$ cat src/usb_out_ep_pkg.sv
// Purpose: Shared constants and state types of the OUT endpoint receive control.
// Assumes: Four OUT endpoints, 16-bit registers in the low half of 32-bit APB words.
// Notes:   Register byte address = endpoint * 16 + register offset.
package usb_out_ep_pkg;

  // ---------------------------------------------------------------------------
  // Sizes
  // ---------------------------------------------------------------------------
  localparam int NumEp  = 4;       // Endpoints 1 to 4 map to indices 0 to 3.
  localparam int CntW   = 11;      // Byte count width.
  localparam int AddrW  = 12;      // FIFO byte address width (4096-byte space).
  localparam int UnitSh = 6;       // Layout fields count in 64-byte units.
  localparam logic [CntW-1:0] SizeZeroBytes = 11'h400; // Size code 0 means 1024 bytes.

  // ---------------------------------------------------------------------------
  // Register map
  // ---------------------------------------------------------------------------
  localparam logic [7:0] MapLimit = 8'h40;  // First unmapped byte address.
  localparam int         EpSelHi  = 5;      // Address bits that select the endpoint.
  localparam int         EpSelLo  = 4;
  localparam logic [3:0] RegCtrl  = 4'h0;   // out_endpoint_control_status.
  localparam logic [3:0] RegMaxp  = 4'h4;   // out_endpoint_max_packet_size.
  localparam logic [3:0] RegCount = 4'h8;   // out_endpoint_received_byte_count.
  localparam logic [3:0] RegLay   = 4'hc;   // out_endpoint_fifo_layout.

  // Control and status bit positions.
  localparam int BitOccLow   = 0;   // occupancy_flag_low, read only.
  localparam int BitOccHigh  = 1;   // occupancy_flag_high, read only.
  localparam int BitOverrun  = 2;   // Receive lost flag, read only.
  localparam int BitOversize = 3;   // Packet size error flag, read only.
  localparam int BitDataErr  = 4;   // Stuff or CRC fault flag, read only.
  localparam int BitRelease  = 5;   // buffer_release_bit, write one, reads zero.
  localparam int BitClrOvr   = 6;   // receive_lost_clear_bit.
  localparam int BitClrSize  = 7;   // oversize_clear_bit.
  localparam int BitClrErr   = 8;   // stuff_crc_fault_clear_bit.
  localparam int BitTogInit  = 9;   // Toggle initialise, self clearing.
  localparam int BitDiscard  = 10;  // Discard one buffer, self clearing.
  localparam int BitIso      = 11;  // Transfer type, one means isochronous.
  localparam int BitStall    = 12;  // Forced stall.
  localparam int BitAutoRel  = 13;  // implicit_release_enable.
  localparam int BitToggle   = 14;  // Expected data toggle, read only.

  // Layout field positions.
  localparam int LayStartLo = 0;
  localparam int LayStartHi = 5;
  localparam int LaySizeLo  = 6;
  localparam int LaySizeHi  = 9;
  localparam int LayDouble  = 10;   // two_buffer_enable.
  localparam int LayCont    = 11;   // Continuous bulk receive.

  // ---------------------------------------------------------------------------
  // Codes
  // ---------------------------------------------------------------------------
  localparam logic [1:0] HsAck   = 2'h1;
  localparam logic [1:0] HsNak   = 2'h2;
  localparam logic [1:0] HsStall = 2'h3;
  localparam logic [1:0] OccEmpty = 2'h0;  // {high, low} = 00.
  localparam logic [1:0] OccOne   = 2'h2;  // 10, one buffer of two.
  localparam logic [1:0] OccFull  = 2'h3;  // 11.
  localparam logic [1:0] NBufZero = 2'h0;
  localparam logic [1:0] NBufOne  = 2'h1;
  localparam logic [1:0] NBufTwo  = 2'h2;

  // Per-endpoint state.
  typedef struct packed {
    logic [1:0]      nBuf;        // Buffers held, 0 to 2.
    logic [CntW-1:0] cnt0;        // Byte count of the older buffer.
    logic [CntW-1:0] cnt1;        // Byte count of the newer buffer.
    logic [CntW-1:0] wrCnt;       // Bytes gathered in the open buffer.
    logic [CntW-1:0] rdCnt;       // Bytes read from the oldest buffer.
    logic            wrSel;       // Physical buffer being filled.
    logic [CntW-1:0] maxp;        // Maximum packet size.
    logic            overrun;
    logic            oversize;
    logic            dataErr;
    logic            iso;
    logic            forceStall;
    logic            autoRel;
    logic            toggle;      // Expected data toggle, 0 means DATA0.
    logic            togInitPend;
    logic            discardPend;
    logic [5:0]      start;
    logic [3:0]      size;
    logic            dbl;
    logic            cont;
  } ep_s;

endpackage : usb_out_ep_pkg

$ cat src/usb_out_endpoint_receive_ctrl.sv
// Purpose: Receive control of four USB OUT endpoints with an APB register slave.
// Assumes: Link-side events come from packet logic on clk; one packet event per cycle.
// Notes:   Packet data itself lives in an external FIFO RAM; this block steers it.
//
// Decided for this implementation: the APB interface to the registers and the address map.
`timescale 1ns/1ps
`default_nettype none

// Behaviour
// Oversize packet sets packet size error flag.
// Size error blocks data; bulk answers STALL.
// Write one to clear bits clears flag.
// Isochronous stuff or CRC fault sets error.
// Release bit frees buffer, updates occupancy.
// Toggle initialise expects DATA0, resets counters.
// Toggle initialise bit clears itself when done.
// Software initialises toggle before OUT traffic.
// Discard with one buffer empties FIFO.
// Discard with two buffers drops older one.
// Discard bit clears itself after dropping.
// Transfer type bit selects isochronous or bulk.
// Forced stall answers every bulk OUT STALL.
// Implicit release frees buffer once fully read.
// Maximum packet size resets to zero.
// Byte count loads when buffer completes.
// Byte count holds while FIFO is read.
// Two buffers: count shows older, then next.
// Start field places FIFO in 64-byte steps.
// Size field sets buffer length, doubled optionally.
// Continuous bulk fills buffer until full or short.
// Software keeps FIFOs inside space, non-overlapping.
// Occupancy codes 00 empty, 10 one, 11 full.
// Isochronous OUT into occupied FIFO sets overrun.
// Writing zero to clear bits changes nothing.
module usb_out_endpoint_receive_ctrl (
  input  wire logic        clk,          // 25 MHz system clock.
  input  wire logic        rstn,         // Asynchronous reset, active low.
  input  wire logic        ce,           // Clock enable; low freezes all state.
  input  wire logic        psel,         // APB select.
  input  wire logic        penable,      // APB access phase.
  input  wire logic        pwrite,       // APB direction, high for write.
  input  wire logic [7:0]  paddr,        // APB byte address.
  input  wire logic [31:0] pwdata,       // APB write data.
  input  wire logic [3:0]  pstrb,        // APB byte strobes.
  output logic      [31:0] prdata,       // APB read data.
  output logic             pready,       // APB ready.
  output logic             pslverr,      // APB error for unmapped addresses.
  input  wire logic        rxValid,      // Pulse: one OUT packet has ended.
  input  wire logic [1:0]  rxEp,         // Endpoint index of that packet.
  input  wire logic        rxToggle,     // Data toggle of the packet, 0 for DATA0.
  input  wire logic [10:0] rxBytes,      // Payload length of the packet.
  input  wire logic        rxBad,        // Stuffing or CRC fault seen in the packet.
  input  wire logic        fifoRead,     // Pulse: software read one FIFO byte.
  input  wire logic [1:0]  fifoReadEp,   // Endpoint of that read.
  output logic             hsValid,      // Pulse: send the handshake below.
  output logic      [1:0]  hsCode,       // Handshake: ACK, NAK or STALL.
  output logic             storeValid,   // Pulse: write the packet into the FIFO RAM.
  output logic      [1:0]  storeEp,      // Endpoint being stored.
  output logic      [11:0] storeAddr,    // First FIFO byte address of the store.
  output logic      [10:0] storeLen      // Bytes to store.
);

  // ---------------------------------------------------------------------------
  // State
  // ---------------------------------------------------------------------------
  typedef struct packed {
    usb_out_ep_pkg::ep_s [usb_out_ep_pkg::NumEp-1:0] ep;  // Per-endpoint state.
    logic [31:0]                   prdata;     // Read data held for the bus.
    logic                          pready;     // Ready, one wait state per access.
    logic                          pslverr;    // Error answer.
    logic                          hsValid;    // Handshake strobe.
    logic [1:0]                    hsCode;     // Handshake code.
    logic                          storeValid; // Store strobe.
    logic [1:0]                    storeEp;    // Store endpoint.
    logic [usb_out_ep_pkg::AddrW-1:0] storeAddr; // Store address.
    logic [usb_out_ep_pkg::CntW-1:0]  storeLen;  // Store length.
  } state_s;

  state_s s_q;   // Registered state.
  state_s s_d;   // Next state.

  // ---------------------------------------------------------------------------
  // Helpers
  // ---------------------------------------------------------------------------
  // Occupancy code from the buffer count; single-buffer mode never shows 10.
  function automatic logic [1:0] occ_code(input logic [1:0] n, input logic dbl);
    logic [1:0] c;
    c = usb_out_ep_pkg::OccFull;
    if (n == usb_out_ep_pkg::NBufZero) begin
      c = usb_out_ep_pkg::OccEmpty;
    end else if (dbl && n == usb_out_ep_pkg::NBufOne) begin
      c = usb_out_ep_pkg::OccOne;
    end
    return c;
  endfunction : occ_code

  // Bytes of one buffer; a size code of zero stands for the 1024-byte maximum.
  function automatic logic [10:0] buf_bytes(input logic [3:0] size);
    logic [10:0] b;
    b = usb_out_ep_pkg::SizeZeroBytes;
    if (size != 4'h0) begin
      b = 11'({7'h00, size} << usb_out_ep_pkg::UnitSh);
    end
    return b;
  endfunction : buf_bytes

  // Bus decode shared by the whole next-state process.
  logic        mapped;   // Address falls inside the register window.
  logic [3:0]  regSel;   // Register offset within the endpoint.
  logic [1:0]  regEp;    // Endpoint selected by the address.
  logic        wrAcc;    // Write completing at this edge.
  logic [15:0] wMask;    // Byte-lane mask for the 16 implemented bits.
  logic [15:0] wd;       // Write data under the lane mask.

  assign mapped = (paddr < usb_out_ep_pkg::MapLimit);
  assign regSel = {paddr[3:2], 2'b00};
  assign regEp  = paddr[usb_out_ep_pkg::EpSelHi:usb_out_ep_pkg::EpSelLo];
  assign wrAcc  = psel && penable && s_q.pready && pwrite && mapped;
  assign wMask  = {{8{pstrb[1]}}, {8{pstrb[0]}}};
  assign wd     = pwdata[15:0] & wMask;

  // ---------------------------------------------------------------------------
  // Next-state logic
  // ---------------------------------------------------------------------------
  // All endpoints are evaluated in one loop so each sees the same bus and link
  // inputs; only the endpoint whose index matches reacts to an event.
  always_comb begin
    usb_out_ep_pkg::ep_s cur;
    usb_out_ep_pkg::ep_s nxt;
    logic [15:0]  rd;
    logic         ctrlW, relW, clrOvr, clrSize, clrErr;
    logic         setOvr, setSize, setErr, push, pop, full, mine;
    logic [11:0]  sum;
    logic [10:0]  bufLen, len;
    logic [11:0]  base;
    cur = '0;
    nxt = '0;
    rd = '0;
    ctrlW = 1'b0; relW = 1'b0; clrOvr = 1'b0; clrSize = 1'b0; clrErr = 1'b0;
    setOvr = 1'b0; setSize = 1'b0; setErr = 1'b0; push = 1'b0; pop = 1'b0;
    full = 1'b0; mine = 1'b0;
    sum = '0; bufLen = '0; len = '0; base = '0;
    s_d = s_q;
    s_d.hsValid    = 1'b0;
    s_d.storeValid = 1'b0;

    // One wait state: ready rises in the first access cycle and completes the
    // transfer in the second, which gives time to register the read data.
    s_d.pready  = psel && penable && !s_q.pready;
    s_d.pslverr = s_d.pready && !mapped;
    s_d.prdata  = '0;

    for (int e = 0; e < usb_out_ep_pkg::NumEp; e++) begin
      cur = s_q.ep[e];
      nxt = cur;
      ctrlW = wrAcc && (regEp == 2'(e)) && (regSel == usb_out_ep_pkg::RegCtrl);
      relW    = ctrlW && wd[usb_out_ep_pkg::BitRelease];
      clrOvr  = ctrlW && wd[usb_out_ep_pkg::BitClrOvr];
      clrSize = ctrlW && wd[usb_out_ep_pkg::BitClrSize];
      clrErr  = ctrlW && wd[usb_out_ep_pkg::BitClrErr];
      setOvr = 1'b0; setSize = 1'b0; setErr = 1'b0; push = 1'b0; pop = 1'b0;
      bufLen = buf_bytes(cur.size);
      full   = (cur.nBuf == (cur.dbl ? usb_out_ep_pkg::NBufTwo : usb_out_ep_pkg::NBufOne));

      // Register writes; read-write fields honour the byte lanes.
      if (ctrlW) begin
        nxt.iso        = wMask[usb_out_ep_pkg::BitIso]
                       ? wd[usb_out_ep_pkg::BitIso] : cur.iso;
        nxt.forceStall = wMask[usb_out_ep_pkg::BitStall]
                       ? wd[usb_out_ep_pkg::BitStall] : cur.forceStall;
        nxt.autoRel    = wMask[usb_out_ep_pkg::BitAutoRel]
                       ? wd[usb_out_ep_pkg::BitAutoRel] : cur.autoRel;
      end else if (wrAcc && regEp == 2'(e) && regSel == usb_out_ep_pkg::RegMaxp) begin
        nxt.maxp = (cur.maxp & ~wMask[10:0]) | wd[10:0];
      end else if (wrAcc && regEp == 2'(e) && regSel == usb_out_ep_pkg::RegLay) begin
        nxt.start = (cur.start & ~wMask[5:0]) | wd[5:0];
        nxt.size  = (cur.size & ~wMask[9:6]) | wd[9:6];
        nxt.dbl   = wMask[usb_out_ep_pkg::LayDouble] ? wd[usb_out_ep_pkg::LayDouble] : cur.dbl;
        nxt.cont  = wMask[usb_out_ep_pkg::LayCont] ? wd[usb_out_ep_pkg::LayCont] : cur.cont;
      end

      // Packet event from the link: choose the handshake and whether to store.
      mine = rxValid && (rxEp == 2'(e));
      if (mine) begin
        if (!cur.iso && cur.forceStall) begin
          s_d.hsValid = 1'b1;
          s_d.hsCode  = usb_out_ep_pkg::HsStall;
        end else if (cur.oversize) begin
          s_d.hsValid = !cur.iso;
          s_d.hsCode  = usb_out_ep_pkg::HsStall;
        end else if (rxBytes > cur.maxp) begin
          setSize     = 1'b1;
          s_d.hsValid = !cur.iso;
          s_d.hsCode  = usb_out_ep_pkg::HsStall;
        end else if (!cur.iso && rxBad) begin
          // A corrupt bulk packet gets no handshake at all, so the host retries.
          s_d.hsValid = 1'b0;
        end else if (full) begin
          setOvr      = cur.iso;
          s_d.hsValid = !cur.iso;
          s_d.hsCode  = usb_out_ep_pkg::HsNak;
        end else if (!cur.iso && rxToggle != cur.toggle) begin
          // Repeat of a packet whose ACK was lost: acknowledge, keep nothing.
          s_d.hsValid = 1'b1;
          s_d.hsCode  = usb_out_ep_pkg::HsAck;
        end else begin
          setErr      = cur.iso && rxBad;
          s_d.hsValid = !cur.iso;
          s_d.hsCode  = usb_out_ep_pkg::HsAck;
          nxt.toggle  = cur.iso ? cur.toggle : !cur.toggle;
          base = 12'({cur.start, 6'h00})
               + (cur.wrSel ? 12'(bufLen) : 12'h000) + 12'(cur.wrCnt);
          s_d.storeValid = 1'b1;
          s_d.storeEp    = 2'(e);
          s_d.storeAddr  = base;
          s_d.storeLen   = rxBytes;
          sum = 12'(cur.wrCnt) + 12'(rxBytes);
          if (cur.cont && !cur.iso) begin
            // Continuous bulk: the buffer closes when full or on a short packet.
            if (rxBytes < cur.maxp || sum >= 12'(bufLen)) begin
              push = 1'b1;
              len  = sum[10:0];
            end else begin
              nxt.wrCnt = sum[10:0];
            end
          end else begin
            push = 1'b1;
            len  = rxBytes;
          end
        end
      end

      // Byte reads count up toward the older buffer's length; the stored
      // length itself never counts down.
      if (fifoRead && fifoReadEp == 2'(e) && cur.nBuf != usb_out_ep_pkg::NBufZero) begin
        nxt.rdCnt = cur.rdCnt + 11'h001;
        if (cur.autoRel && (cur.rdCnt + 11'h001) >= cur.cnt0) begin
          pop = 1'b1;
        end
      end
      if (relW && cur.nBuf != usb_out_ep_pkg::NBufZero) begin
        pop = 1'b1;
      end

      // Pending discard drops the oldest buffer and then clears itself.
      if (cur.discardPend) begin
        if (cur.nBuf != usb_out_ep_pkg::NBufZero) begin
          pop = 1'b1;
        end
        nxt.discardPend = 1'b0;
      end
      if (ctrlW && wd[usb_out_ep_pkg::BitDiscard]) begin
        nxt.discardPend = 1'b1;
      end

      // Buffer queue: drop the oldest first, then append the new one.
      if (pop) begin
        nxt.nBuf  = nxt.nBuf - 2'h1;
        nxt.cnt0  = cur.cnt1;
        nxt.rdCnt = '0;
      end
      if (push) begin
        if (nxt.nBuf == usb_out_ep_pkg::NBufZero) begin
          nxt.cnt0 = len;
        end else begin
          nxt.cnt1 = len;
        end
        nxt.nBuf  = nxt.nBuf + 2'h1;
        nxt.wrCnt = '0;
        nxt.wrSel = cur.dbl ? !cur.wrSel : 1'b0;
      end

      // Toggle initialise acts one cycle after the write and then clears.
      if (cur.togInitPend) begin
        nxt.toggle      = 1'b0;
        nxt.wrCnt       = '0;
        nxt.rdCnt       = '0;
        nxt.wrSel       = 1'b0;
        nxt.togInitPend = 1'b0;
      end
      if (ctrlW && wd[usb_out_ep_pkg::BitTogInit]) begin
        nxt.togInitPend = 1'b1;
      end

      // Sticky error flags; a set in the clearing cycle wins.
      nxt.overrun  = (cur.overrun && !clrOvr) || setOvr;
      nxt.oversize = (cur.oversize && !clrSize) || setSize;
      nxt.dataErr  = (cur.dataErr && !clrErr) || setErr;

      s_d.ep[e] = nxt;

      // Read data for the register being addressed, captured as ready rises.
      if (s_d.pready && mapped && !pwrite && regEp == 2'(e)) begin
        rd = '0;
        if (regSel == usb_out_ep_pkg::RegCtrl) begin
          rd[usb_out_ep_pkg::BitOccHigh:usb_out_ep_pkg::BitOccLow] =
            occ_code(cur.nBuf, cur.dbl);
          rd[usb_out_ep_pkg::BitOverrun]  = cur.overrun;
          rd[usb_out_ep_pkg::BitOversize] = cur.oversize;
          rd[usb_out_ep_pkg::BitDataErr]  = cur.dataErr;
          rd[usb_out_ep_pkg::BitTogInit]  = cur.togInitPend;
          rd[usb_out_ep_pkg::BitDiscard]  = cur.discardPend;
          rd[usb_out_ep_pkg::BitIso]      = cur.iso;
          rd[usb_out_ep_pkg::BitStall]    = cur.forceStall;
          rd[usb_out_ep_pkg::BitAutoRel]  = cur.autoRel;
          rd[usb_out_ep_pkg::BitToggle]   = cur.toggle;
        end else if (regSel == usb_out_ep_pkg::RegMaxp) begin
          rd[10:0] = cur.maxp;
        end else if (regSel == usb_out_ep_pkg::RegCount) begin
          rd[10:0] = cur.cnt0;
        end else begin
          rd[usb_out_ep_pkg::LayStartHi:usb_out_ep_pkg::LayStartLo] = cur.start;
          rd[usb_out_ep_pkg::LaySizeHi:usb_out_ep_pkg::LaySizeLo]   = cur.size;
          rd[usb_out_ep_pkg::LayDouble] = cur.dbl;
          rd[usb_out_ep_pkg::LayCont]   = cur.cont;
        end
        s_d.prdata = {16'h0000, rd};
      end
    end
  end

  // ---------------------------------------------------------------------------
  // State register
  // ---------------------------------------------------------------------------
  // Reset gives zero everywhere: empty FIFOs, bulk mode, DATA0 expected and a
  // maximum packet size of zero, so every packet with a payload is oversize until software
  // programs the endpoint.
  always_ff @(posedge clk or negedge rstn) begin
    if (!rstn) begin
      s_q <= '0;
    end else if (ce) begin
      s_q <= s_d;
    end
  end

  // ---------------------------------------------------------------------------
  // Outputs
  // ---------------------------------------------------------------------------
  assign prdata     = s_q.prdata;
  assign pready     = s_q.pready;
  assign pslverr    = s_q.pslverr;
  assign hsValid    = s_q.hsValid;
  assign hsCode     = s_q.hsCode;
  assign storeValid = s_q.storeValid;
  assign storeEp    = s_q.storeEp;
  assign storeAddr  = s_q.storeAddr;
  assign storeLen   = s_q.storeLen;

endmodule : usb_out_endpoint_receive_ctrl

`default_nettype wire

$ cat config.mk
export PLATFORM = sky130hd
export DESIGN_NAME = usb_out_endpoint_receive_ctrl
export DESIGN_NICKNAME = d
export VERILOG_FILES = /design/src/usb_out_ep_pkg.sv /design/src/usb_out_endpoint_receive_ctrl.sv
export SDC_FILE = /design/constraint.sdc
export NUM_CORES = 1
export LEC_CHECK = 0
export BUFFER_PORTS_ARGS = -buffer_cell sky130_fd_sc_hd__buf_2
export CORE_MARGIN = 10
export CORE_UTILIZATION = 57
export CTS_BUF_LIST = sky130_fd_sc_hd__clkbuf_16
export DETAILED_ROUTE_END_ITERATION = 6
export PLACE_DENSITY = 0.78
export SYNTH_ARGS = -nofsm -noshare
export SYNTH_HDL_FRONTEND = slang
export SYNTH_SLANG_ARGS = --single-unit
$ cat constraint.sdc
create_clock -name clk -period 4.1 [get_ports clk]
set_input_delay 0.615 -clock clk [delete_from_list [all_inputs] [get_ports clk]]
set_output_delay 0.615 -clock clk [all_outputs]
set_load 0.02 [all_outputs]
# Yosys cells after proc, flatten, opt, wreduce, memory -nomap -nowiden
# Index checks and enable logic that the tools add are counted.
[word_totals]
register_bits = 379
latch_bits = 0
ramBits = 0
rom_bits = 0
in_bits = 69
memories = 0
[classes]
n_addsub = 24
mul = 0
div = 0
order_cmp = 17
eq_ne = 80
shifts = 0
muxes = 398
n_bitwise = 40
n_reduce_logical = 227
[ops]
columns = ["cell", "n"]
rows = [
  ["11-bit 2-to-1 mux", 104],
  ["26-bit 2-to-1 mux", 20],
  ["28-bit 2-to-1 mux", 8],
  ["1-bit 2-to-1 mux", 188],
  ["35-bit 2-to-1 mux", 4],
  ["29-bit 2-to-1 mux", 4],
  ["3-bit 2-to-1 mux", 38],
  ["1-bit logical AND", 108],
  ["12-bit by 11-bit adder with 12-bit output", 8],
  ["32-bit 2-to-1 mux", 3],
  ["23-bit 2-to-1 mux", 4],
  ["3-bit by 2-bit != test with 1-bit output (second input constant)", 28],
  ["2-bit != test (second input constant)", 28],
  ["13-bit 2-to-1 mux", 4],
  ["11-bit by 11-bit adder with 12-bit output", 4],
  ["12-bit by 11-bit >= comparator with 1-bit output", 4],
  ["11-bit by 1-bit adder with 11-bit output (second input constant)", 4],
  ["11-bit bitwise AND", 4],
  ["11-bit >= comparator", 4],
  ["11-bit > comparator", 4],
  ["11-bit < comparator", 4],
  ["11-bit bitwise OR", 4],
  ["10-bit AND reduction", 4],
  ["3-bit AND reduction", 12],
  ["other kinds (31)", 189],
]

# Longest topological paths before layout
# Gate-level depths: netlist of the first run.
[depth]
ltp_word = 43
mapped_depth = 20
mapped_depth_nobuf = 18

# Least setup slack after synthesis of the first run
# OpenSTA, ideal clock, no wires.
[synth_path]
kind = "input to register"
startpoint = "input port rxBytes[0]"
endpoint = "register s_q[366] in the netlist's numbering"
arrival_time_ns = 4.363
slack_ns = -0.386
cell_stages = 17
path_buffers = 1
path_cell_list = "ha_1 -> inv_1 -> fa_1 -> nor2b_1 -> o21a_1 -> o211ai_1 -> and3_1 -> or3_1 -> o311ai_0 -> ha_1 -> a221oi_1 -> nor2b_1 -> a31oi_1 -> buf_2 -> nand2_1 -> nand3_1 -> o221a_2"
[synth_between]
elab_chain_len = 41
[synth_rtl]
columns = ["element", "line", "source"]
rows = [
  ["from (decl)", "usb_out_endpoint_receive_ctrl.sv:51", "input wire logic [10:0] rxBytes,"],
  ["11-bit by 11-bit adder with 12-bit output", "usb_out_endpoint_receive_ctrl.sv:217", "sum = 12'(cur.wrCnt) + 12'(rxBytes);"],
  ["12-bit by 11-bit >= comparator with 1-bit output", "usb_out_endpoint_receive_ctrl.sv:220", "if (rxBytes < cur.maxp || sum >= 12'(bufLen)) begin"],
  ["1-bit logical OR", "usb_out_endpoint_receive_ctrl.sv:220", ""],
  ["11-bit 2-to-1 mux", "usb_out_endpoint_receive_ctrl.sv:220", ""],
  ["11-bit 2-to-1 mux", "usb_out_endpoint_receive_ctrl.sv:218", "if (cur.cont && !cur.iso) begin"],
  ["11-bit 2-to-1 mux", "usb_out_endpoint_receive_ctrl.sv:202", "end else if (!cur.iso && rxToggle != cur.toggle) begin"],
  ["11-bit 2-to-1 mux", "usb_out_endpoint_receive_ctrl.sv:198", "end else if (full) begin"],
  ["11-bit 2-to-1 mux", "usb_out_endpoint_receive_ctrl.sv:195", "end else if (!cur.iso && rxBad) begin"],
  ["[... 25 more ...]", "-", ""],
  ["11-bit 2-to-1 mux", "usb_out_endpoint_receive_ctrl.sv:198", ""],
  ["11-bit 2-to-1 mux", "usb_out_endpoint_receive_ctrl.sv:195", ""],
  ["11-bit 2-to-1 mux", "usb_out_endpoint_receive_ctrl.sv:191", "end else if (rxBytes > cur.maxp) begin"],
  ["11-bit 2-to-1 mux", "usb_out_endpoint_receive_ctrl.sv:188", "end else if (cur.oversize) begin"],
  ["11-bit 2-to-1 mux", "usb_out_endpoint_receive_ctrl.sv:185", "if (!cur.iso && cur.forceStall) begin"],
  ["11-bit 2-to-1 mux", "usb_out_endpoint_receive_ctrl.sv:184", "if (mine) begin"],
  ["11-bit 2-to-1 mux", "usb_out_endpoint_receive_ctrl.sv:263", "if (nxt.nBuf == usb_out_ep_pkg::NBufZero) begin"],
  ["35-bit 2-to-1 mux (*)", "usb_out_endpoint_receive_ctrl.sv:262", "if (push) begin"],
  ["to (signal assigned)", "usb_out_endpoint_receive_ctrl.sv:330", "s_q <= '0;"],
  ["to (signal assigned)", "usb_out_endpoint_receive_ctrl.sv:332", "s_q <= s_d;"],
  ["to (decl)", "usb_out_endpoint_receive_ctrl.sv:79", "state_s s_q;"],
]
# Every way passes the cells marked *; elsewhere a longest branch is shown, timed or not.
# A chain may end at the register's enable or synchronous reset.

# Worst setup path after layout of the first run
[layout_path]
startpoint = "register s_q[108] in the netlist's numbering"
endpoint = "register s_q[136] in the netlist's numbering"
[layout_between]
elab_chain_len = 14
[layout_rtl]
columns = ["element", "line"]
rows = [
  ["11-bit by 11-bit adder with 12-bit output (*)", "usb_out_endpoint_receive_ctrl.sv:217"],
  ["12-bit by 11-bit >= comparator with 1-bit output", "usb_out_endpoint_receive_ctrl.sv:220"],
  ["1-bit logical OR", "usb_out_endpoint_receive_ctrl.sv:220"],
  ["11-bit 2-to-1 mux", "usb_out_endpoint_receive_ctrl.sv:220"],
  ["11-bit 2-to-1 mux", "usb_out_endpoint_receive_ctrl.sv:218"],
  ["11-bit 2-to-1 mux", "usb_out_endpoint_receive_ctrl.sv:202"],
  ["11-bit 2-to-1 mux", "usb_out_endpoint_receive_ctrl.sv:198"],
  ["11-bit 2-to-1 mux", "usb_out_endpoint_receive_ctrl.sv:195"],
  ["11-bit 2-to-1 mux", "usb_out_endpoint_receive_ctrl.sv:191"],
  ["11-bit 2-to-1 mux", "usb_out_endpoint_receive_ctrl.sv:188"],
  ["11-bit 2-to-1 mux", "usb_out_endpoint_receive_ctrl.sv:185"],
  ["11-bit 2-to-1 mux", "usb_out_endpoint_receive_ctrl.sv:184"],
  ["11-bit 2-to-1 mux", "usb_out_endpoint_receive_ctrl.sv:263"],
  ["35-bit 2-to-1 mux (*)", "usb_out_endpoint_receive_ctrl.sv:262"],
]
# Marked as above.

==> Flow_metrics.wiki, run 1 <==
{| class="wikitable"
! Metric !! Value
|-
| Routability cong. || between 1 and 1.5
|-
| Clock input transition at the sequential cells of the worst setup and hold paths || 0.06 ns
|-
| Count of input and output buffers || 92
|-
| Final wirelength || 91400 um
|-
| Final count of negative-setup-slack endpoints || 57
|-
| Logic pwr share || 37.4%
|-
| Number of max-capacitance violations reported || 0
|-
| Worst Hold Margin || ~0.093 ns
|-
| Wire length per cell after detailed routing || approximately 25 um
|-
| Proportion of layout cells with a drive suffix above 1 || 26.0%
|-
| Y dimension of the die || ~230 um
|-
| Number of filler cells placed in the layout || 3319
|-
| Maximum ir drop on the vdd rail || approximately 0.00052 V
|-
| Worst setup margin || -0.300 ns
|-
| CTS tree || built
|-
| CTS Buffer Depth || 3
|-
| Max Clock Skew || approximately 0.022 ns
|-
| Depth of the most critical reg-to-reg path || 19
|-
| Drc violations || 0
|-
| Post-synth top area share || 36.7%
|-
| Slew at the pin with the worst max-slew slack || 0.980 ns
|-
| Largest fanout on the critical path || 8
|-
| Die outline width || approximately 230 um
|-
| Reported leakage power || 14.2 nW
|-
| Most common cell in the synthesized netlist || dfrtp_1
|-
| Overall fraction of global-route tracks in use || about a third
|-
| Warning count from the yosys run || 0
|-
| Maximum single-stage delay on the critical path || ~0.43 ns
|-
| Area leader, netlist || dfrtp_1
|-
| Violated checks || setup timing
|-
| Sequential cell fraction of total power || 34.8%
|-
| Cell mode on critical path || buf_4
|-
| Biggest area contributors in the synthesized netlist || dfrtp_1 37%, ha_1 9.5%, o21ai_0 4.7%
|-
| Setup crit start kind || flop
|-
| Total standard cell area after synthesis || roughly 25000 sq um
|-
| Hold violation count in the final report || 0
|-
| Multi-input logic area || roughly 15000 sq um
|-
| Flip-flop cell with the highest count after synthesis || dfrtp_1
|-
| Post-synthesis to final-layout area growth || 22.3%
|-
| Peak clock frequency supported by timing || around 0.23 GHz
|-
| Average size of a mapped cell || approximately 9 sq um
|-
| Final worst path period need || roughly 4.4 ns
|-
| CTS H-tree depth || 2
|-
| Total overflow reported by the global router || 0
|-
| Period utilisation layout || 107%
|-
| Pin count of the biggest net entering global routing || 96
|-
| Kind of critical path || reg -> reg
|-
| I/O pins || ~130
|-
| RSZ-0062 raised after global routing || true
|-
| Inst Count DP || roughly 3500
|-
| Ratio of routed vias to standard cells || around 6.4
|-
| Final cell count without fillers || about 3600
|-
| Clock sinks || roughly 360
|-
| FP Rows || between 70 and 80
|-
| First DRT Iteration DRCs || approximately 2500
|-
| Post-layout net count || approximately 3300
|-
| Total clock buffers created by CTS || 42
|-
| Post-cts hold buffer count || 0
|-
| EDFF count, synth || 0
|-
| Initial standard-cell utilization of the core || ~57%
|-
| Cell type of the slowest stage on the worst timing path || dfrtp_1
|-
| Max-slew headroom || about a third
|-
| Worst EP arrival || a little under 5 ns
|-
| Internal Dissipation || 8.41 mW
|-
| Power density over the cells || between 400 and 500 nW/um^2
|-
| Tot Pwr || ~13 mW
|-
| Vias post-DR || 23201
|-
| Sequential area share after synthesis || between 30% and 40%
|-
| Required @ worst endpoint || 4.57 ns
|-
| Cell types with the highest counts after synthesis || 362 x dfrtp_1, 253 x nand2_1, 232 x o21ai_0, 200 x inv_1, 187 x ha_1
|-
| Initial antenna violation count || 5
|-
| Clock share of power || between 20% and 30%
|-
| Worst skew pair latency || a little over 0.6 ns
|-
| Buffer cell driving the clock tree root || clkbuf_16
|-
| Area of the core region || about 43000 sq um
|-
| Total Die Area || approximately 52000 sq um
|-
| Endpoint type of the worst setup path || flop
|-
| Async SR Flop Fraction || 100%
|-
| DPL Wire Length || just under 70000 um
|-
| Switching power as a share of total power || between 30% and 40%
|-
| Area occupied by registers || ~9000 sq um
|-
| Drt pass-1 iters || 6
|-
| Routed Antenna Nets || 0
|-
| Synthesized flop and latch total || 362
|-
| Via count of the first global-routing pass || 22622
|-
| Sw Pwr || between 4 and 5 mW
|-
| Run status || finished with violations
|-
| Max Slew Vio Count || 0
|-
| Gate count of the mapped netlist || approximately 2700
|-
| List of cells traversed by the critical path || ha_4, a211oi_4, o31ai_4, o311ai_2, or2b_1, a21oi_2, xor2_2, inv_2, ha_4, a21o_1, a211oi_2, o221ai_2, buf_4, a311o_1, buf_4, o211ai_1, buf_4, nor2_1, a221o_1
|-
| Number of library cell types mapped by synthesis || 89
|-
| First-pass GRT wire length || around 140000 um
|-
| Kind of path behind the tightest hold check || in -> async
|}
==> power groups by stage <==
stage | clock network [mW] | registers [mW] | logic (mW)
floorplan | 0 | 4.46 | 3.00
global placement | 0 | 4.65 | 4.38
detailed placement | 0 | 4.66 | 4.53
CTS | 3.72 | 4.61 | 4.61
global route | 3.85 | 4.69 | 5.45
finish | 3.71 | 4.65 | 5.00
==> critical path, delay by kind of cell (launching register included) <==
kind	cells	cell delay [ns]
compound gates	10	2.21
xor+xnor	1	0.20
fa+ha+maj	2	0.46
buf+inv	4	0.63
flops	1	0.43
simple gates	2	0.33
==> cell type report <==
class,instances,area share (%)
well taps,585,2.42
flip-flops and latches,362,30.0
clock inverters,32,0.787
diodes,2,0.0166
multi-input cells,1964,49.9
inverters,201,2.51
repair buffers,424,10.8
clock buffers,43,3.56
==> metrics by stage <==
stage	setup WS, ns	instance area [sq um]	setup TNS (ns)	util, %
after floorplan	-0.219	24900	-0.430	-
after global placement	-0.681	27400	-65.74	63.8
after CTS	-0.166	29100	-1.86	67.6
after global routing	-0.431	30200	-18.36	70.3
final	-0.300	30200	-5.90	70.3
after detailed placement	-0.846	27400	-80.26	63.8
==> layer usage <==
layer  GRT usage [%]  up-vias  share of wire (%)
met3            9.95      295                 12
li1                -    10233                  -
met5               0        -              0.037
met1            44.9    11283                 40
met2            49.7     1384                 43
met4            15.8        6                5.4
==> cells in the final DEF (no fill, tap or decap), drive strengths merged, types with 10 or more instances in the layout <==
master   netlist  final
a31oi         10     10
nand3         65     65
xor2          39     39
nand4         21     21
mux2          71     71
clkinv         1     19
buf           78    423
o221ai        12     12
dfrtp        362    362
o211ai        17     17
and2          10     10
nor2b         24     24
clkbuf        94     44
and3          34     34
ha           187    187
nor3          46     46
o21a          19     19
nor2         182    182
o21ai        243    243
conb           1     17
or4           10     10
fa            28     28
o2bb2ai       12     12
nand2b        52     52
a21oi        140    140
nand3b        13     13
o31ai         16     16
a22oi         44     44
or3           10     11
a22o          47     47
a21o          24     24
nand2        253    253
mux2i         16     16
a221oi        12     12
o22ai         40     40
mux4          27     27
o221a         11     11
a211oi        35     35
inv          200    209
xnor2         61     61
==> worst paths after layout <==
| check | start | endpoint | slack [ns] |
|---|---|---|---|
| worst max-delay path | s_q[108] | s_q[136] | -0.30 |
| worst min-delay path | rstn | s_q[191] | 0.09 |
| worst max register to register | s_q[108] | s_q[136] | -0.30 |
| worst min register to register | s_q[206] | s_q[206] | 0.48 |
| max in group asynchronous | rstn | s_q[337] | 3.04 |
| min in group clk | pwdata[12] | s_q[316] | 0.31 |
==> cell families (layout without fill, tap and decap cells) <==
kind of cell	count (synthesis)	after routing	share of synthesized area (%)
AOI/OAI and AO/OA	765	765	20.5
xor gates and xnor gates	100	100	3.55
DFF	362	362	36.7
other	1	19	0.0152
muxes	114	114	6.35
and+or+nand+nor	752	753	14.5
adders and majority gates	215	215	11.7
buffers and inverters	373	700	6.64
==> timing repair <==
item,4_1_cts,5_1_grt
setup endpoints to repair,109,143
gates resized for setup,39,233
gates cloned,1,5
setup buffers,26,29
pin swaps,25,64
(Power assumes the default switching activity.)
==> run 2, diff against run 1 <==
--- a/config.mk
+++ b/config.mk
@@ -11,6 +11,7 @@
 export CTS_BUF_LIST = sky130_fd_sc_hd__clkbuf_16
 export DETAILED_ROUTE_END_ITERATION = 6
 export PLACE_DENSITY = 0.78
+export RECOVER_POWER = 25
 export SYNTH_ARGS = -nofsm -noshare
 export SYNTH_HDL_FRONTEND = slang
 export SYNTH_SLANG_ARGS = --single-unit
==> Flow_metrics.wiki, run 2 (same netlist as run 1, synthesis figures left out) <==
{| class="wikitable"
! Metric !! Value
|-
| Run status || finished with violations
|-
| Violated checks || capacitance limit, slew limit, setup timing
|-
| Peak clock frequency supported by timing || 0.227 GHz (about the same)
|-
| Total Die Area || 52000 sq um (unchanged)
|-
| Slew at the pin with the worst max-slew slack || 2.58 ns (+1.60 ns)
|-
| Total overflow reported by the global router || 0 (unchanged)
|-
| Drc violations || 0 (unchanged)
|-
| Reported leakage power || 14.2 nW (about the same)
|-
| List of cells traversed by the critical path || ha_4, a211oi_4, o31ai_4, o311ai_2, or2b_1, a21oi_2, xor2_2, inv_2, ha_4, a21o_1, a211oi_2, o221ai_2, buf_4, a311o_1, buf_4, o211ai_1, buf_4, nor2_1, a221o_1
|-
| Area of the core region || 43000 sq um (unchanged)
|-
| Final worst path period need || 4.40 ns (-0.00357 ns)
|-
| Multi-input logic area || 15100 sq um (unchanged)
|-
| Routability cong. || 1.03 (unchanged)
|-
| Maximum single-stage delay on the critical path || 0.43 ns (about the same)
|-
| Largest fanout on the critical path || 8 (unchanged)
|-
| Total clock buffers created by CTS || 42 (unchanged)
|-
| Inst Count DP || 3479 (unchanged)
|-
| Kind of path behind the tightest hold check || in -> reg
|-
| Timing startpoint of the critical path || s_q[108]
|-
| I/O pins || 132 (unchanged)
|-
| Post-layout net count || 3279 (unchanged)
|-
| DPL Wire Length || 68800 um (unchanged)
|-
| Maximum ir drop on the vdd rail || 0.000524 V (+0.21%)
|-
| FP Rows || 76 (unchanged)
|-
| Cell type of the slowest stage on the worst timing path || dfrtp_1
|-
| Max Clock Skew || 0.0292 ns (+0.00683 ns)
|-
| Via count of the first global-routing pass || 22622 (unchanged)
|-
| Final cell count without fillers || 3613 (unchanged)
|-
| Die outline width || 228 um (unchanged)
|-
| Initial antenna violation count || 5 (unchanged)
|-
| Area occupied by registers || 9060 sq um (unchanged)
|-
| Kind of critical path || reg -> reg
|-
| Final count of negative-setup-slack endpoints || 57 (unchanged)
|-
| Worst skew pair latency || 0.61 ns (about the same)
|-
| Required @ worst endpoint || 4.57 ns (about the same)
|-
| Tot Pwr || 13.4 mW (about the same)
|-
| Worst setup margin || -0.296 ns (+0.00357 ns)
|-
| First-pass GRT wire length || 136000 um (unchanged)
|-
| CTS H-tree depth || 2 (unchanged)
|-
| Post-synthesis to final-layout area growth || 22.2%
|-
| Number of filler cells placed in the layout || 3324 (+0.15%)
|-
| Buffers plus inverters on the worst setup path || 4 (unchanged)
|-
| Most common library cell in the layout ignoring fill and taps || dfrtp_1
|-
| Final wirelength || 91500 um (about the same)
|-
| Count of input and output buffers || 92 (unchanged)
|-
| Vias post-DR || 23157 (-0.19%)
|-
| Hold_sp || pwdata[12]
|-
| Clock input transition at the sequential cells of the worst setup and hold paths || 0.06 ns (about the same)
|-
| CTS tree || built
|-
| Worst EP arrival || 4.87 ns (about the same)
|-
| Clock sinks || 362 (unchanged)
|-
| Y dimension of the die || 228 um (unchanged)
|-
| Post-layout utilization of the core || 70.2% (-0.093 points)
|-
| Hold violation count in the final report || 0 (unchanged)
|-
| First DRT Iteration DRCs || 2727 (+7.5%)
|-
| Ratio of routed vias to standard cells || 6.41 (-0.19%)
|-
| Cell family contributing the most delay on the critical path || compound AO/OA/AOI/OAI gates
|-
| Cell mode on critical path || buf_4
|-
| Proportion of layout cells with a drive suffix above 1 || 26.0% (unchanged)
|-
| Routed Antenna Nets || 0 (unchanged)
|-
| Drt pass-1 iters || 5 (-1)
|-
| Max Slew Vio Count || 94 (+94)
|-
| Endpoint type of the worst setup path || flop
|-
| Max-slew headroom || -72.3% (-110 points)
|-
| RSZ-0062 raised after global routing || true
|-
| Buffer cell driving the clock tree root || clkbuf_16
|-
| CTS Buffer Depth || 3 (unchanged)
|-
| Pin count of the biggest net entering global routing || 96 (unchanged)
|-
| Setup crit start kind || flop
|-
| Wire length per cell after detailed routing || 25.3 um (about the same)
|-
| Leading cell types in the layout, fill and taps excluded || 361 x dfrtp_1, 289 x buf_4, 244 x nand2_1
|-
| RR Startpoint || s_q[108]
|-
| Overall fraction of global-route tracks in use || 33.7% (unchanged)
|-
| Initial standard-cell utilization of the core || 57.4% (unchanged)
|-
| Period utilisation layout || 107% (about the same)
|-
| Power density over the cells || 443 nW/um^2 (+0.18%)
|-
| Number of max-capacitance violations reported || 2 (+2)
|}
run 2: changes by cell type in the layout (fill, tap and decap cells not counted):
cell / before / now
clkbuf_2: 0 / 3
buf_12: 12 / 10
buf_8: 4 / 3
run 2: worst min-delay path: stages:
cell	delay, ns
buf_2	0.12
nand2_1	0.06
o21ai_0	0.06
run 2: worst paths after layout:
check                           end  slack (ns)  cells past startpoint
setup / recovery           s_q[136]       -0.30                     19
hold / removal             s_q[316]        0.30                      3
setup reg to reg           s_q[136]       -0.30                     19
hold reg to reg             pslverr        0.49                      2
max in group asynchronous  s_q[272]        0.63                      2
min in group asynchronous  s_q[191]        0.84                      1
run 2: metrics by stage:
stage / hold WS [ns] / worst slack [ns] / setup TNS [ns] / area [sq um]
global placement: 0.457 / -0.681 / -65.74 / 27400
floorplan: 0.319 / -0.219 / -0.430 / 24900
global route: 0.344 / -0.431 / -18.36 / 30200
CTS: 0.110 / -0.166 / -1.86 / 29100
finish: 0.303 / -0.296 / -5.89 / 30200
detailed placement: 0.467 / -0.846 / -80.26 / 27400
run 2: layout make-up:
type,instances,area share [%]
Antenna cell,2,0.0166
Clock buffer,43,3.57
Clock inverter,32,0.788
Inverter,201,2.51
Multi-Input combinational cell,1964,50.0
Sequential cell,362,30.0
Tap cell,585,2.43
Timing Repair Buffer,424,10.7
run 2: power breakdown:
group | total [mW] | switching (mW) | internal (mW)
Combinational | 4.99 | 2.76 | 2.23
Sequential | 4.65 | 0.565 | 4.09
Clock | 3.72 | 1.63 | 2.09
Total | 13.4 | 4.95 | 8.41
run 2: routing by layer:
layer | GRT usage (%) | up-vias | wire [um]
met5 | 0 | - | 34
met4 | 15.8 | 6 | 4810
met3 | 9.95 | 286 | 11200
met2 | 49.7 | 1393 | 39100
met1 | 44.9 | 11237 | 36300
li1 | - | 10235 | -
run 2: timing repair:
| action | in CTS | in global routing |
|---|---|---|
| gates cloned | 1 | 5 |
| pin swaps | 25 | 64 |
| resized for setup | 39 | 233 |
| endpoints found under the setup margin | 109 | 143 |
| hold endpoints to repair | 0 | 0 |
| setup buffers | 26 | 29 |
| hold buffers | 0 | 0 |
